$ cat src/monitor_regs_pkg.sv
`default_nettype none
package monitor_regs_pkg;
  // Register indices; byte address is four times the index
  localparam logic [7:0] IDX_CTRL   = 8'h01;
  localparam logic [7:0] IDX_RATE   = 8'h05;
  localparam logic [7:0] IDX_FQ     = 8'h06;
  localparam logic [7:0] IDX_FAN    = 8'h07;
  localparam logic [7:0] IDX_MASK1  = 8'h08;
  localparam logic [7:0] IDX_MASK2  = 8'h09;
  localparam logic [7:0] IDX_MASK3  = 8'h0A;
  localparam logic [7:0] IDX_LIMIT  = 8'h0B;
  localparam logic [7:0] IDX_STAT1  = 8'h41;
  localparam logic [7:0] IDX_STAT2  = 8'h42;
  localparam logic [7:0] IDX_STAT3  = 8'h43;
  // Reset values
  localparam logic [7:0] RST_CTRL   = 8'h80;
  localparam logic [7:0] RST_RATE   = 8'h0A;
  localparam logic [7:0] RST_FQ     = 8'h01;
  localparam logic [7:0] RST_FAN    = 8'h09;
  localparam logic [7:0] RST_MASK1  = 8'h52;
  localparam logic [7:0] RST_MASK2  = 8'h10;
  localparam logic [7:0] RST_MASK3  = 8'h00;
  localparam logic [7:0] RST_LIMIT  = 8'h00;
  // Writable / implemented bits
  localparam logic [7:0] WM_CTRL    = 8'hD0;
  localparam logic [7:0] WM_RATE    = 8'h8F;
  localparam logic [7:0] WM_FQ      = 8'h0F;
  localparam logic [7:0] WM_FAN     = 8'h43;
  localparam logic [7:0] WM_MASK1   = 8'hF8;
  localparam logic [7:0] WM_MASK2   = 8'h1C;
  localparam logic [7:0] WM_MASK3   = 8'hC0;
  // Field positions
  localparam int CTRL_RR_BIT        = 7;
  localparam int CTRL_LOCK_BIT      = 6;
  localparam int CTRL_CHSEL_BIT     = 4;
  localparam int CTRL_REINIT_BIT    = 0;
  localparam int FAN_OFF_BIT        = 6;
  localparam int ST1_LOCAL_HIGH_BIT = 7;
  localparam int ST2_OT_STATE_BIT   = 2;
  localparam logic [3:0] RATE_MAX   = 4'hA;
  // Period of the fastest rate (64 per second)
  localparam int FAST_PERIOD_US     = 15625;
  localparam int CLK_PERIOD_NS      = 10;
  localparam int FAST_PERIOD_CYC    = FAST_PERIOD_US * 1000 / CLK_PERIOD_NS;
endpackage
`default_nettype wire

$ cat src/monitor_config_mask_regs.sv
// Operation
// - four-bit code doubles rate, 0.0625 to 64/s
// - new rate applies at next sequence start
// - fault queue depth 1,2,3,4 by pattern
// - fan-off bit forces fan off
// - source select: local, remote, or full speed
// - temperature mask bits gate interrupt only
// - overtemp and fan mask bits gate interrupt
// - overtemp state mask spares comparator alert
// - local above limit sets local-high status
// - lock bit blocks writes to lockable registers
// - software reinit restores defaults except limit and status
// - round robin alternates, else selected channel
`timescale 1ns/1ps
`default_nettype none
module monitor_config_mask_regs #(
  parameter logic [31:0] FAST_CYCLES = 32'(monitor_regs_pkg::FAST_PERIOD_CYC)
) (
  // Clock and reset
  input  wire logic        pclk,
  input  wire logic        presetn,
  // APB slave
  input  wire logic        psel,
  input  wire logic        penable,
  input  wire logic        pwrite,
  input  wire logic [11:0] paddr,
  input  wire logic [31:0] pwdata,
  input  wire logic [3:0]  pstrb,
  output logic      [31:0] prdata,
  output logic             pready,
  output logic             pslverr,
  // Measurement and event inputs
  input  wire logic [7:0]  local_temp,
  input  wire logic        local_temp_valid,
  input  wire logic [3:0]  temp_evt,
  input  wire logic [2:0]  ot_evt,
  input  wire logic [1:0]  fan_evt,
  // Conversion scheduling
  output logic             conv_tick,
  output logic             conv_channel,
  output logic      [3:0]  conv_rate_active,
  output logic      [2:0]  fault_queue_depth,
  // Fan drive control
  output logic             fan_force_off,
  output logic      [1:0]  fan_source_select,
  output logic             fan_full_speed,
  output logic             fan_use_remote,
  // Limits and alerts
  output logic      [7:0]  local_high_limit,
  output logic             overtemp_comp_alert,
  output logic             irq
);

  ////////////////////////////////////////////////////////////////////////////
  function automatic logic [31:0] period_of(input logic [3:0] code);
    logic [3:0] c;
    c = (code > monitor_regs_pkg::RATE_MAX) ? monitor_regs_pkg::RATE_MAX : code;
    period_of = FAST_CYCLES << (monitor_regs_pkg::RATE_MAX - c);
  endfunction

  function automatic logic [2:0] fq_depth(input logic [3:0] f);
    if (f[3])
      fq_depth = 3'h4;
    else if (f[2])
      fq_depth = 3'h3;
    else if (f[1])
      fq_depth = 3'h2;
    else
      fq_depth = 3'h1;
  endfunction

  ////////////////////////////////////////////////////////////////////////////
  logic [7:0]  ctrl_r,  ctrl_nxt;
  logic        lock_r,  lock_nxt;
  logic [7:0]  rate_r,  rate_nxt;
  logic [7:0]  fq_r,    fq_nxt;
  logic [7:0]  fan_r,   fan_nxt;
  logic [7:0]  mask1_r, mask1_nxt;
  logic [7:0]  mask2_r, mask2_nxt;
  logic [7:0]  mask3_r, mask3_nxt;
  logic [7:0]  limit_r, limit_nxt;
  logic [7:0]  stat1_r, stat1_nxt;
  logic [7:0]  stat2_r, stat2_nxt;
  logic [7:0]  stat3_r, stat3_nxt;
  logic [31:0] prdata_r, prdata_nxt;
  logic        slverr_r, slverr_nxt;
  logic [7:0]  idx;
  logic        hit;
  logic        wr;
  logic        wr_ok;
  logic        reinit;
  logic [7:0]  wd;
  logic [7:0]  set1, set2, set3;

  assign idx = paddr[9:2];
  assign wd  = pwdata[7:0];

  always_comb begin
    hit = (paddr[1:0] == 2'b00) && (paddr[11:10] == 2'b00);
    case (idx)
      monitor_regs_pkg::IDX_CTRL,  monitor_regs_pkg::IDX_RATE,
      monitor_regs_pkg::IDX_FQ,    monitor_regs_pkg::IDX_FAN,
      monitor_regs_pkg::IDX_MASK1, monitor_regs_pkg::IDX_MASK2,
      monitor_regs_pkg::IDX_MASK3, monitor_regs_pkg::IDX_LIMIT,
      monitor_regs_pkg::IDX_STAT1, monitor_regs_pkg::IDX_STAT2,
      monitor_regs_pkg::IDX_STAT3: ;
      default: hit = 1'b0;
    endcase
  end

  // Writes land in the access phase; only byte lane 0 carries data
  assign wr     = psel && penable && pwrite && hit && pstrb[0];
  assign wr_ok  = wr && !lock_r;
  assign reinit = wr_ok && (idx == monitor_regs_pkg::IDX_CTRL)
                  && wd[monitor_regs_pkg::CTRL_REINIT_BIT];

  ////////////////////////////////////////////////////////////////////////////
  // Status set sources
  always_comb begin
    set1 = {local_temp_valid && (local_temp > limit_r), temp_evt, 3'b000};
    set2 = {3'b000, ot_evt, 2'b00};
    set3 = {fan_evt, 6'b000000};
  end

  always_comb begin
    ctrl_nxt  = ctrl_r;
    lock_nxt  = lock_r;
    rate_nxt  = rate_r;
    fq_nxt    = fq_r;
    fan_nxt   = fan_r;
    mask1_nxt = mask1_r;
    mask2_nxt = mask2_r;
    mask3_nxt = mask3_r;
    limit_nxt = limit_r;
    if (wr_ok) begin
      case (idx)
        monitor_regs_pkg::IDX_CTRL: begin
          ctrl_nxt = wd & monitor_regs_pkg::WM_CTRL;
          lock_nxt = wd[monitor_regs_pkg::CTRL_LOCK_BIT];
        end
        monitor_regs_pkg::IDX_RATE:  rate_nxt  = wd & monitor_regs_pkg::WM_RATE;
        monitor_regs_pkg::IDX_FQ:    fq_nxt    = wd & monitor_regs_pkg::WM_FQ;
        monitor_regs_pkg::IDX_FAN:   fan_nxt   = wd & monitor_regs_pkg::WM_FAN;
        default: ;
      endcase
    end
    // Masks and limit stay writable under lock
    if (wr) begin
      case (idx)
        monitor_regs_pkg::IDX_MASK1: mask1_nxt = wd & monitor_regs_pkg::WM_MASK1;
        monitor_regs_pkg::IDX_MASK2: mask2_nxt = wd & monitor_regs_pkg::WM_MASK2;
        monitor_regs_pkg::IDX_MASK3: mask3_nxt = wd & monitor_regs_pkg::WM_MASK3;
        monitor_regs_pkg::IDX_LIMIT: limit_nxt = wd;
        default: ;
      endcase
    end
    // Reinit wins over the write that carries it; limit is kept
    if (reinit) begin
      ctrl_nxt  = monitor_regs_pkg::RST_CTRL;
      lock_nxt  = 1'b0;
      rate_nxt  = monitor_regs_pkg::RST_RATE;
      fq_nxt    = monitor_regs_pkg::RST_FQ;
      fan_nxt   = monitor_regs_pkg::RST_FAN;
      mask1_nxt = monitor_regs_pkg::RST_MASK1;
      mask2_nxt = monitor_regs_pkg::RST_MASK2;
      mask3_nxt = monitor_regs_pkg::RST_MASK3;
    end
    // Set wins over a one-to-clear in the same cycle
    stat1_nxt = stat1_r;
    stat2_nxt = stat2_r;
    stat3_nxt = stat3_r;
    if (wr) begin
      case (idx)
        monitor_regs_pkg::IDX_STAT1: stat1_nxt = stat1_r & ~wd;
        monitor_regs_pkg::IDX_STAT2: stat2_nxt = stat2_r & ~wd;
        monitor_regs_pkg::IDX_STAT3: stat3_nxt = stat3_r & ~wd;
        default: ;
      endcase
    end
    stat1_nxt = (stat1_nxt | set1) & monitor_regs_pkg::WM_MASK1;
    stat2_nxt = (stat2_nxt | set2) & monitor_regs_pkg::WM_MASK2;
    stat3_nxt = (stat3_nxt | set3) & monitor_regs_pkg::WM_MASK3;
  end

  ////////////////////////////////////////////////////////////////////////////
  // Read data is captured in the setup phase, so pready never waits
  always_comb begin
    prdata_nxt = prdata_r;
    slverr_nxt = slverr_r;
    if (psel && !penable) begin
      slverr_nxt = !hit;
      prdata_nxt = 32'h0000_0000;
      if (!pwrite && hit) begin
        case (idx)
          monitor_regs_pkg::IDX_CTRL:  prdata_nxt[7:0] = ctrl_r;
          monitor_regs_pkg::IDX_RATE:  prdata_nxt[7:0] = rate_r & monitor_regs_pkg::WM_RATE;
          monitor_regs_pkg::IDX_FQ:    prdata_nxt[7:0] = fq_r & monitor_regs_pkg::WM_FQ;
          monitor_regs_pkg::IDX_FAN:   prdata_nxt[7:0] = fan_r & monitor_regs_pkg::WM_FAN;
          monitor_regs_pkg::IDX_MASK1: prdata_nxt[7:0] = mask1_r & monitor_regs_pkg::WM_MASK1;
          monitor_regs_pkg::IDX_MASK2: prdata_nxt[7:0] = mask2_r & monitor_regs_pkg::WM_MASK2;
          monitor_regs_pkg::IDX_MASK3: prdata_nxt[7:0] = mask3_r & monitor_regs_pkg::WM_MASK3;
          monitor_regs_pkg::IDX_LIMIT: prdata_nxt[7:0] = limit_r;
          monitor_regs_pkg::IDX_STAT1: prdata_nxt[7:0] = stat1_r;
          monitor_regs_pkg::IDX_STAT2: prdata_nxt[7:0] = stat2_r;
          monitor_regs_pkg::IDX_STAT3: prdata_nxt[7:0] = stat3_r;
          default: ;
        endcase
      end
    end
  end

  always_ff @(posedge pclk or negedge presetn) begin
    if (!presetn) begin
      ctrl_r   <= monitor_regs_pkg::RST_CTRL;
      lock_r   <= 1'b0;
      rate_r   <= monitor_regs_pkg::RST_RATE;
      fq_r     <= monitor_regs_pkg::RST_FQ;
      fan_r    <= monitor_regs_pkg::RST_FAN;
      mask1_r  <= monitor_regs_pkg::RST_MASK1;
      mask2_r  <= monitor_regs_pkg::RST_MASK2;
      mask3_r  <= monitor_regs_pkg::RST_MASK3;
      limit_r  <= monitor_regs_pkg::RST_LIMIT;
      stat1_r  <= 8'h00;
      stat2_r  <= 8'h00;
      stat3_r  <= 8'h00;
      prdata_r <= 32'h0000_0000;
      slverr_r <= 1'b0;
    end else begin
      ctrl_r   <= ctrl_nxt;
      lock_r   <= lock_nxt;
      rate_r   <= rate_nxt;
      fq_r     <= fq_nxt;
      fan_r    <= fan_nxt;
      mask1_r  <= mask1_nxt;
      mask2_r  <= mask2_nxt;
      mask3_r  <= mask3_nxt;
      limit_r  <= limit_nxt;
      stat1_r  <= stat1_nxt;
      stat2_r  <= stat2_nxt;
      stat3_r  <= stat3_nxt;
      prdata_r <= prdata_nxt;
      slverr_r <= slverr_nxt;
    end
  end

  assign prdata  = prdata_r;
  assign pready  = 1'b1;
  assign pslverr = slverr_r && psel && penable;

  ////////////////////////////////////////////////////////////////////////////
  // Conversion scheduler
  logic [31:0] cnt_r,  cnt_nxt;
  logic [3:0]  act_r,  act_nxt;
  logic        chan_r, chan_nxt;
  logic        tick_r, tick_nxt;
  logic        ch;
  logic        seq_start;

  always_comb begin
    cnt_nxt  = cnt_r;
    act_nxt  = act_r;
    chan_nxt = chan_r;
    tick_nxt = 1'b0;
    ch        = ctrl_r[monitor_regs_pkg::CTRL_RR_BIT] ? !chan_r
                : ctrl_r[monitor_regs_pkg::CTRL_CHSEL_BIT];
    // Single-channel mode: every conversion is its own sequence
    seq_start = !ctrl_r[monitor_regs_pkg::CTRL_RR_BIT] || !ch;
    if (cnt_r == 32'h0000_0000) begin
      tick_nxt = 1'b1;
      chan_nxt = ch;
      if (seq_start) begin
        act_nxt = rate_r[3:0];
        cnt_nxt = period_of(rate_r[3:0]) - 32'h0000_0001;
      end else begin
        cnt_nxt = period_of(act_r) - 32'h0000_0001;
      end
    end else begin
      cnt_nxt = cnt_r - 32'h0000_0001;
    end
  end

  always_ff @(posedge pclk or negedge presetn) begin
    if (!presetn) begin
      cnt_r  <= 32'h0000_0000;
      act_r  <= monitor_regs_pkg::RST_RATE[3:0];
      chan_r <= 1'b1;
      tick_r <= 1'b0;
    end else begin
      cnt_r  <= cnt_nxt;
      act_r  <= act_nxt;
      chan_r <= chan_nxt;
      tick_r <= tick_nxt;
    end
  end

  assign conv_tick        = tick_r;
  assign conv_channel     = chan_r;
  assign conv_rate_active = act_r;

  ////////////////////////////////////////////////////////////////////////////
  assign fault_queue_depth = fq_depth(fq_r[3:0]);
  assign fan_force_off     = fan_r[monitor_regs_pkg::FAN_OFF_BIT];
  assign fan_source_select = fan_r[1:0];
  // Fan-off overrides only the full-speed choice; the remote decode is not gated
  assign fan_full_speed    = (fan_r[1:0] == 2'b11) && !fan_force_off;
  assign fan_use_remote    = (fan_r[1:0] == 2'b01) || (fan_r[1:0] == 2'b10);
  assign local_high_limit  = limit_r;
  // Comparator alert follows the state status ungated by its mask
  assign overtemp_comp_alert = stat2_r[monitor_regs_pkg::ST2_OT_STATE_BIT];
  assign irq = |(stat1_r & ~mask1_r & monitor_regs_pkg::WM_MASK1)
             | |(stat2_r & ~mask2_r & monitor_regs_pkg::WM_MASK2)
             | |(stat3_r & ~mask3_r & monitor_regs_pkg::WM_MASK3);

endmodule // monitor_config_mask_regs
`default_nettype wire

$ cat config.mk
export PLATFORM = sky130hd
export DESIGN_NAME = monitor_config_mask_regs
export DESIGN_NICKNAME = d
export VERILOG_FILES = /design/src/monitor_regs_pkg.sv /design/src/monitor_config_mask_regs.sv
export SDC_FILE = /design/constraint.sdc
export NUM_CORES = 1
export LEC_CHECK = 0
export ABC_AREA = 1
export ABC_CLOCK_PERIOD_IN_PS = 3800
export BUFFER_PORTS_ARGS = -buffer_cell sky130_fd_sc_hd__buf_4
export CORE_MARGIN = 2
export CORE_UTILIZATION = 56
export CTS_CLUSTER_SIZE = 28
export DETAILED_ROUTE_END_ITERATION = 8
export PLACE_DENSITY = 0.87
export SLEW_MARGIN = 30
export SYNTH_ARGS = -nofsm -noshare
export SYNTH_HDL_FRONTEND = slang
export SYNTH_SLANG_ARGS = --single-unit
$ cat constraint.sdc
create_clock -name pclk -period 3.8 [get_ports pclk]
set_input_delay 0.57 -clock pclk [delete_from_list [all_inputs] [get_ports pclk]]
set_output_delay 0.57 -clock pclk [all_outputs]
set_load 0.03 [all_outputs]
# After elaboration in Yosys (flattened, before gate mapping)
# Cells that the tools add are included.
op_classes:
  magnitude_cmp: 3
  bitwise_logic: 15
  n_reduce_logical: 49
  addsub: 5
  n_mul: 0
  shifts: 2
  eq_ne: 14
  div_mod_pow: 0
  mux: 42
ops:
  columns: ["operator", "n"]
  rows:
  - ["$mux 8", 17]
  - ["$sub 32x1->32 const B", 3]
  - ["$pmux 8 s11", 1]
  - ["$mux 32", 2]
  - ["$shl 21x4->32 const A", 2]
  - ["$and 8x8->8", 4]
  - ["$eq 8x4->1 const B", 4]
  - ["$logic_not 32->1", 1]
  - ["$mux 5", 5]
  - ["$eq 8x3->1 const B", 3]
  - ["$eq 8x7->1 const B", 3]
  - ["$not 8->8", 3]
  - ["$mux 7", 3]
  - ["$mux 4", 5]
  - ["$reduce_and 2->1", 9]
  - ["$reduce_bool 2->1", 9]
  - ["$or 8x8->8", 2]
  - ["$logic_and 1x1->1", 14]
  - ["$reduce_or 11->1", 1]
  - ["$and 5x5->5", 2]
  - ["$eq 8x1->1 const B", 1]
  - ["$gt 4x4->1 const B", 2]
  - ["$gt 8x8->1", 1]
  - ["$logic_not 1->1", 8]
  - ["14 further kinds", 25]
word_totals:
  memories: 0
  input_bits: 71
  out_inout_bits: 58
  reg_bits: 114
  latch_bits: 0
  romBits: 0
  mem_bits_rw: 0

# Logic depth before layout (Yosys ltp)
depth:
  depth_word: 10
  mapped_depth: 22

# Worst setup path after synthesis
# OpenSTA, ideal clock, no wires.
synth_timing:
  path_kind: "flip-flop to flip-flop"
  startpoint: "reg chan_r, in the netlist conv_channel"
  endpoint: "reg cnt_r[17]"
  synth_period_minus_slack_ps: 3165
  arrival_ps: 3043
  setup_slack_ps: 635
  stages_incl_launch_ff: 20
  required_ps: 3678
  n_path_buf: 3
  cell_sequence: "dfstp_2 > inv_2 > nand2_4 > nand2_2 > o21ai_4 > inv_2 > buf_2 > ha_1 > clkbuf_1 > clkbuf_1 > nand2_1 > nand3_1 > inv_1 > nand2_1 > nand2_1 > nor2_1 > nand2_1 > nor2_2 > nand2_1 > xor2_1"
synth_between:
  elab_chain_len: 6
synth_lines:
  columns: ["element", "line", "text"]
  rows:
  - ["start, declared", "monitor_config_mask_regs.sv:254", "logic chan_r, chan_nxt;"]
  - ["start signal, assigned", "monitor_config_mask_regs.sv:291", "chan_r <= chan_nxt;"]
  - ["$logic_not 1->1", "monitor_config_mask_regs.sv:264", "ch = ctrl_r[monitor_regs_pkg::CTRL_RR_BIT] ? !chan_r"]
  - ["$mux 1", "monitor_config_mask_regs.sv:264", null]
  - ["$logic_not 1->1", "monitor_config_mask_regs.sv:267", "seq_start = !ctrl_r[monitor_regs_pkg::CTRL_RR_BIT] || !ch;"]
  - ["$logic_or 1x1->1", "monitor_config_mask_regs.sv:267", null]
  - ["$mux 32", "monitor_config_mask_regs.sv:271", "if (seq_start) begin"]
  - ["$mux 32", "monitor_config_mask_regs.sv:268", "if (cnt_r == 32'h0000_0000) begin"]
  - ["named net cnt_nxt[17]", "monitor_config_mask_regs.sv:252", "logic [31:0] cnt_r, cnt_nxt;"]
  - ["end signal, assigned", "monitor_config_mask_regs.sv:289", "cnt_r <= cnt_nxt;"]
  - ["end, declared", "monitor_config_mask_regs.sv:252", null]
# The timed path passes the listed nets, and every way through them passes these cells.
# A chain may end at the register's enable or synchronous reset.

# Worst setup path in the final report
layout_timing:
  startpoint: "reg ctrl_r[7]"
  endpoint: "reg cnt_r[17]"
layout_between:
  elab_chain_len: 5
  word_cells_on_any_way: 6
layout_lines:
  columns: ["element", "line", "text"]
  rows:
  - ["start, declared", "monitor_config_mask_regs.sv:73", "logic [7:0] ctrl_r, ctrl_nxt;"]
  - ["start signal, assigned", "monitor_config_mask_regs.sv:214", "ctrl_r <= monitor_regs_pkg::RST_CTRL;"]
  - ["start signal, assigned", "monitor_config_mask_regs.sv:229", "ctrl_r <= ctrl_nxt;"]
  - ["$mux 1", "monitor_config_mask_regs.sv:264", null]
  - ["$logic_not 1->1", "monitor_config_mask_regs.sv:267", null]
  - ["$logic_or 1x1->1 *", "monitor_config_mask_regs.sv:267", null]
  - ["$mux 32 *", "monitor_config_mask_regs.sv:271", null]
  - ["$mux 32 *", "monitor_config_mask_regs.sv:268", null]
  - ["named net cnt_nxt[17]", "monitor_config_mask_regs.sv:252", null]
# Mark *: on every way through the listed nets, which the timed path passes. The rest lies on a longest branch.

==> flow_summary.toml <==
[grt]
grt_pass1_vias = 5503
overflow = 0
grt_pass1_wl_mm = 26.74
grt_start_max_net_pins = 44
antenna_found_initial = 0
grtUsageTotal_pct = 28.75

[timing]
slew_headroom_pct = 46.58
worstMarginPinSlew_ps = 781.1
hold_slack_ps = 171.1
hold_viol = 0
period_share_pct = 93.18
slew_violations = 0
setup_tns_ps = 0
final-setup-viol-count = 0
fin_skew_ps = 15.89
rsz0062_at_grt = "false"
max_freq_ghz = 0.2824
period_needed_ps = 3541

[finish]
antenna_cells = 0
area_growth_pct = 12.24
fin_area_sq_um = 7068
drive_gt1_share_pct = 16.63
stdcell_count = 1120
nNetsFinal = 1064

[floorplan]
die-area_sq_um = 12110
dieHeight_um = 110.0
core_sq_um = 10890
rows = 38
die_x_um = 110.0
io_pins = 129
start_util_pct = 57.84

[placed_design]
dp_hpwl_mm = 12.74
placed_cell_area_sq_um = 6890
dp_cells = 1104
gp_congestion = 0.9655
io_buffers = 76

[route]
via_count = 6080
drt_pass1_iterations = 5
viasPerCell = 5.429
drc = 0
antenna_left = 0
drt-total-wl_mm = 16.30
drt_iter0_markers = 572
avgRoutedWirePerCell_um = 14.55

[worst_setup_path]
slowest_delay_ps = 600
end_kind = "flip-flop"
crit_slowest_cell = "dfstp_2"
crit_path_start = "ctrl_r[7]$_DFFE_PN1P_"
cp_max_fo = 17
crit_arrival_ps = 3820
crit_type = "flip-flop to flip-flop"
critPathBufInv = 2
worstSetupStartpointType = "flip-flop"
critPathMostFrequentCell = "nand2_1"
path_cells = "inv_2 > nor2_4 > nand2_1 > nand2_2 > inv_2 > ha_1 > ha_2 > nor2_1 > a21oi_1 > nand4_1 > nand3_1 > nand2_1 > nor2_1 > nand2_1 > nor2_2 > nand2_1 > xor2_1"
r2r_start = "ctrl_r[7]$_DFFE_PN1P_"
worst_path_dominant_cell_family = "simple AND/OR/NAND/NOR gates"
required_ps = 4080

[clock_tree]
cts_resized = 0
cts_setup_buffers = 0
path_clk_slew_ps = 100
cts_sinks = 90
cts_root_buffer = "clkbuf_8"
cts_hold_buf = 0
cts.path.max_buffers = 2
htreeDepth = 3
cts_tree = "built"
clk_latency_ps = 390
cts-buffers-inserted = 9

[worst_hold_path]
hold_path.class = "primary input to asynchronous set/reset pin"

[yosys]
ys_types = 43
synthArstFlopShare_pct = 100.0
synth-main-ff-cell = "dfrtp_1"
synth_cells = 900
ys_seq_area_share_pct = 35.98
ys_ff_latch = 90
synth_edf_count = 0
syn_area_sq_um = 6297
ys_warn_count = 0
syn_avg_cell_area_sq_um = 6.997

[pwr]
ir_worst_vdd_uv = 226.2
p_total_mw = 1.719
powerDensity_nw_per_um2 = 243.2
p_leak_nw = 3.702

[run]
max-cap-violations = 0

[run_status]
status = "completed"
[through the flow]
step           utilization, %  worst slack (ps)
4_1_cts                 64.89             278.9
6_report                64.92             259.0
2_1_floorplan               -             635.3
3_5_place_dp            63.28             343.8
3_3_place_gp            63.28             374.3
5_1_grt                 64.92             63.66
[registers in the layout, indices dropped and copies added, names as in the netlist]
| signal | count |
|---|---|
| cnt_r | 32 |
| conv_channel | 1 |
| conv_rate_active | 4 |
| conv_tick | 1 |
| ctrl_r | 3 |
| fan_r | 3 |
| fq_r | 4 |
| local_high_limit | 8 |
| mask1_r | 5 |
| mask2_r | 3 |
| mask3_r | 2 |
| prdata | 8 |
| rate_r | 5 |
| slverr_r | 1 |
| stat1_r | 5 |
| stat2_r | 3 |
| stat3_r | 2 |
[area by class of cell]
type                            count  area (sq um)
Multi-Input combinational cell    651          3307
Clock inverter                      6         47.55
Inverter                          141         529.3
Sequential cell                    90          2266
Timing Repair Buffer               82         615.6
Fill cell                         972          3820
Tap cell                          140         175.2
Clock buffer                       10         127.6
[where the power goes]
| group | leakage (nW) | switching [mW] | internal, mW |
|---|---|---|---|
| Clock | 0.0877 | 0.382 | 0.245 |
| Combinational | 2.57 | 0.0913 | 0.0422 |
| Sequential | 1.04 | 0.0000437 | 0.958 |
| Total | 3.70 | 0.474 | 1.25 |
[metal layers]
metal | vias up | global-route usage, % | part of all wire (%)
met2 | 281 | 44.30 | 45
met4 | 0 | 10.67 | 2.7
met5 | - | 0 | 0
met1 | 2795 | 39.75 | 44
li1 | 2967 | - | -
met3 | 37 | 6.173 | 8.5
[path summary, 6_finish.rpt]
path	cells after the start	endpoint	slack, ps
max	17	cnt_r[17]$_DFF_PN0_	260
min	1	local_high_limit[5]$_DFFE_PN0P_	170
max reg2reg	17	cnt_r[17]$_DFF_PN0_	260
min reg2reg	1	cnt_r[0]$_DFF_PN0_	450
max in group asynchronous	2	fan_r[0]$_DFFE_PN1P_	2820
min in group pclk	2	stat1_r[4]$_DFF_PN0_	370
[cell usage in the layout, fill, tap and decap left out, drive strengths merged, types with 17 or more instances in the layout]
cell type and instances:
ha 18, nand4 23, nor3 18, nand2 245, nand3 48, o21ai 59
dfrtp 79, a21oi 17, o22ai 18, inv 144, conb 25, buf 82
nor2 129
[synthesized netlist by cell type (all sizes together) (3+ instances only)]
| master | count | area, sq um |
|---|---|---|
| o22ai | 18 | 112.6 |
| dfstp | 11 | 289.0 |
| nand2 | 245 | 992.2 |
| o21bai | 10 | 75.07 |
| clkbuf | 6 | 22.52 |
| dfrtp | 79 | 1977 |
| or2 | 3 | 18.77 |
| inv | 141 | 529.3 |
| xor2 | 14 | 122.6 |
| nor3 | 18 | 95.09 |
| xnor2 | 5 | 43.79 |
| nand3 | 48 | 280.3 |
| nand4 | 23 | 143.9 |
| buf | 35 | 261.5 |
| o21ai | 59 | 310.3 |
| a2111oi | 5 | 43.79 |
| ha | 18 | 225.2 |
| nor2 | 129 | 559.3 |
| a21oi | 17 | 85.08 |
[kinds of logic after synthesis]
group,count (synthesis),synth area share (%)
DFF,90,35.98
and+or+nand+nor,471,33.72
buffers and inverters,182,12.91
xor gates and xnor gates,19,2.643
AOI/OAI and AO/OA,118,11.05
other,2,0.1193
adders and majority gates,18,3.576
Note: power is estimated with default switching activity, not from simulation.
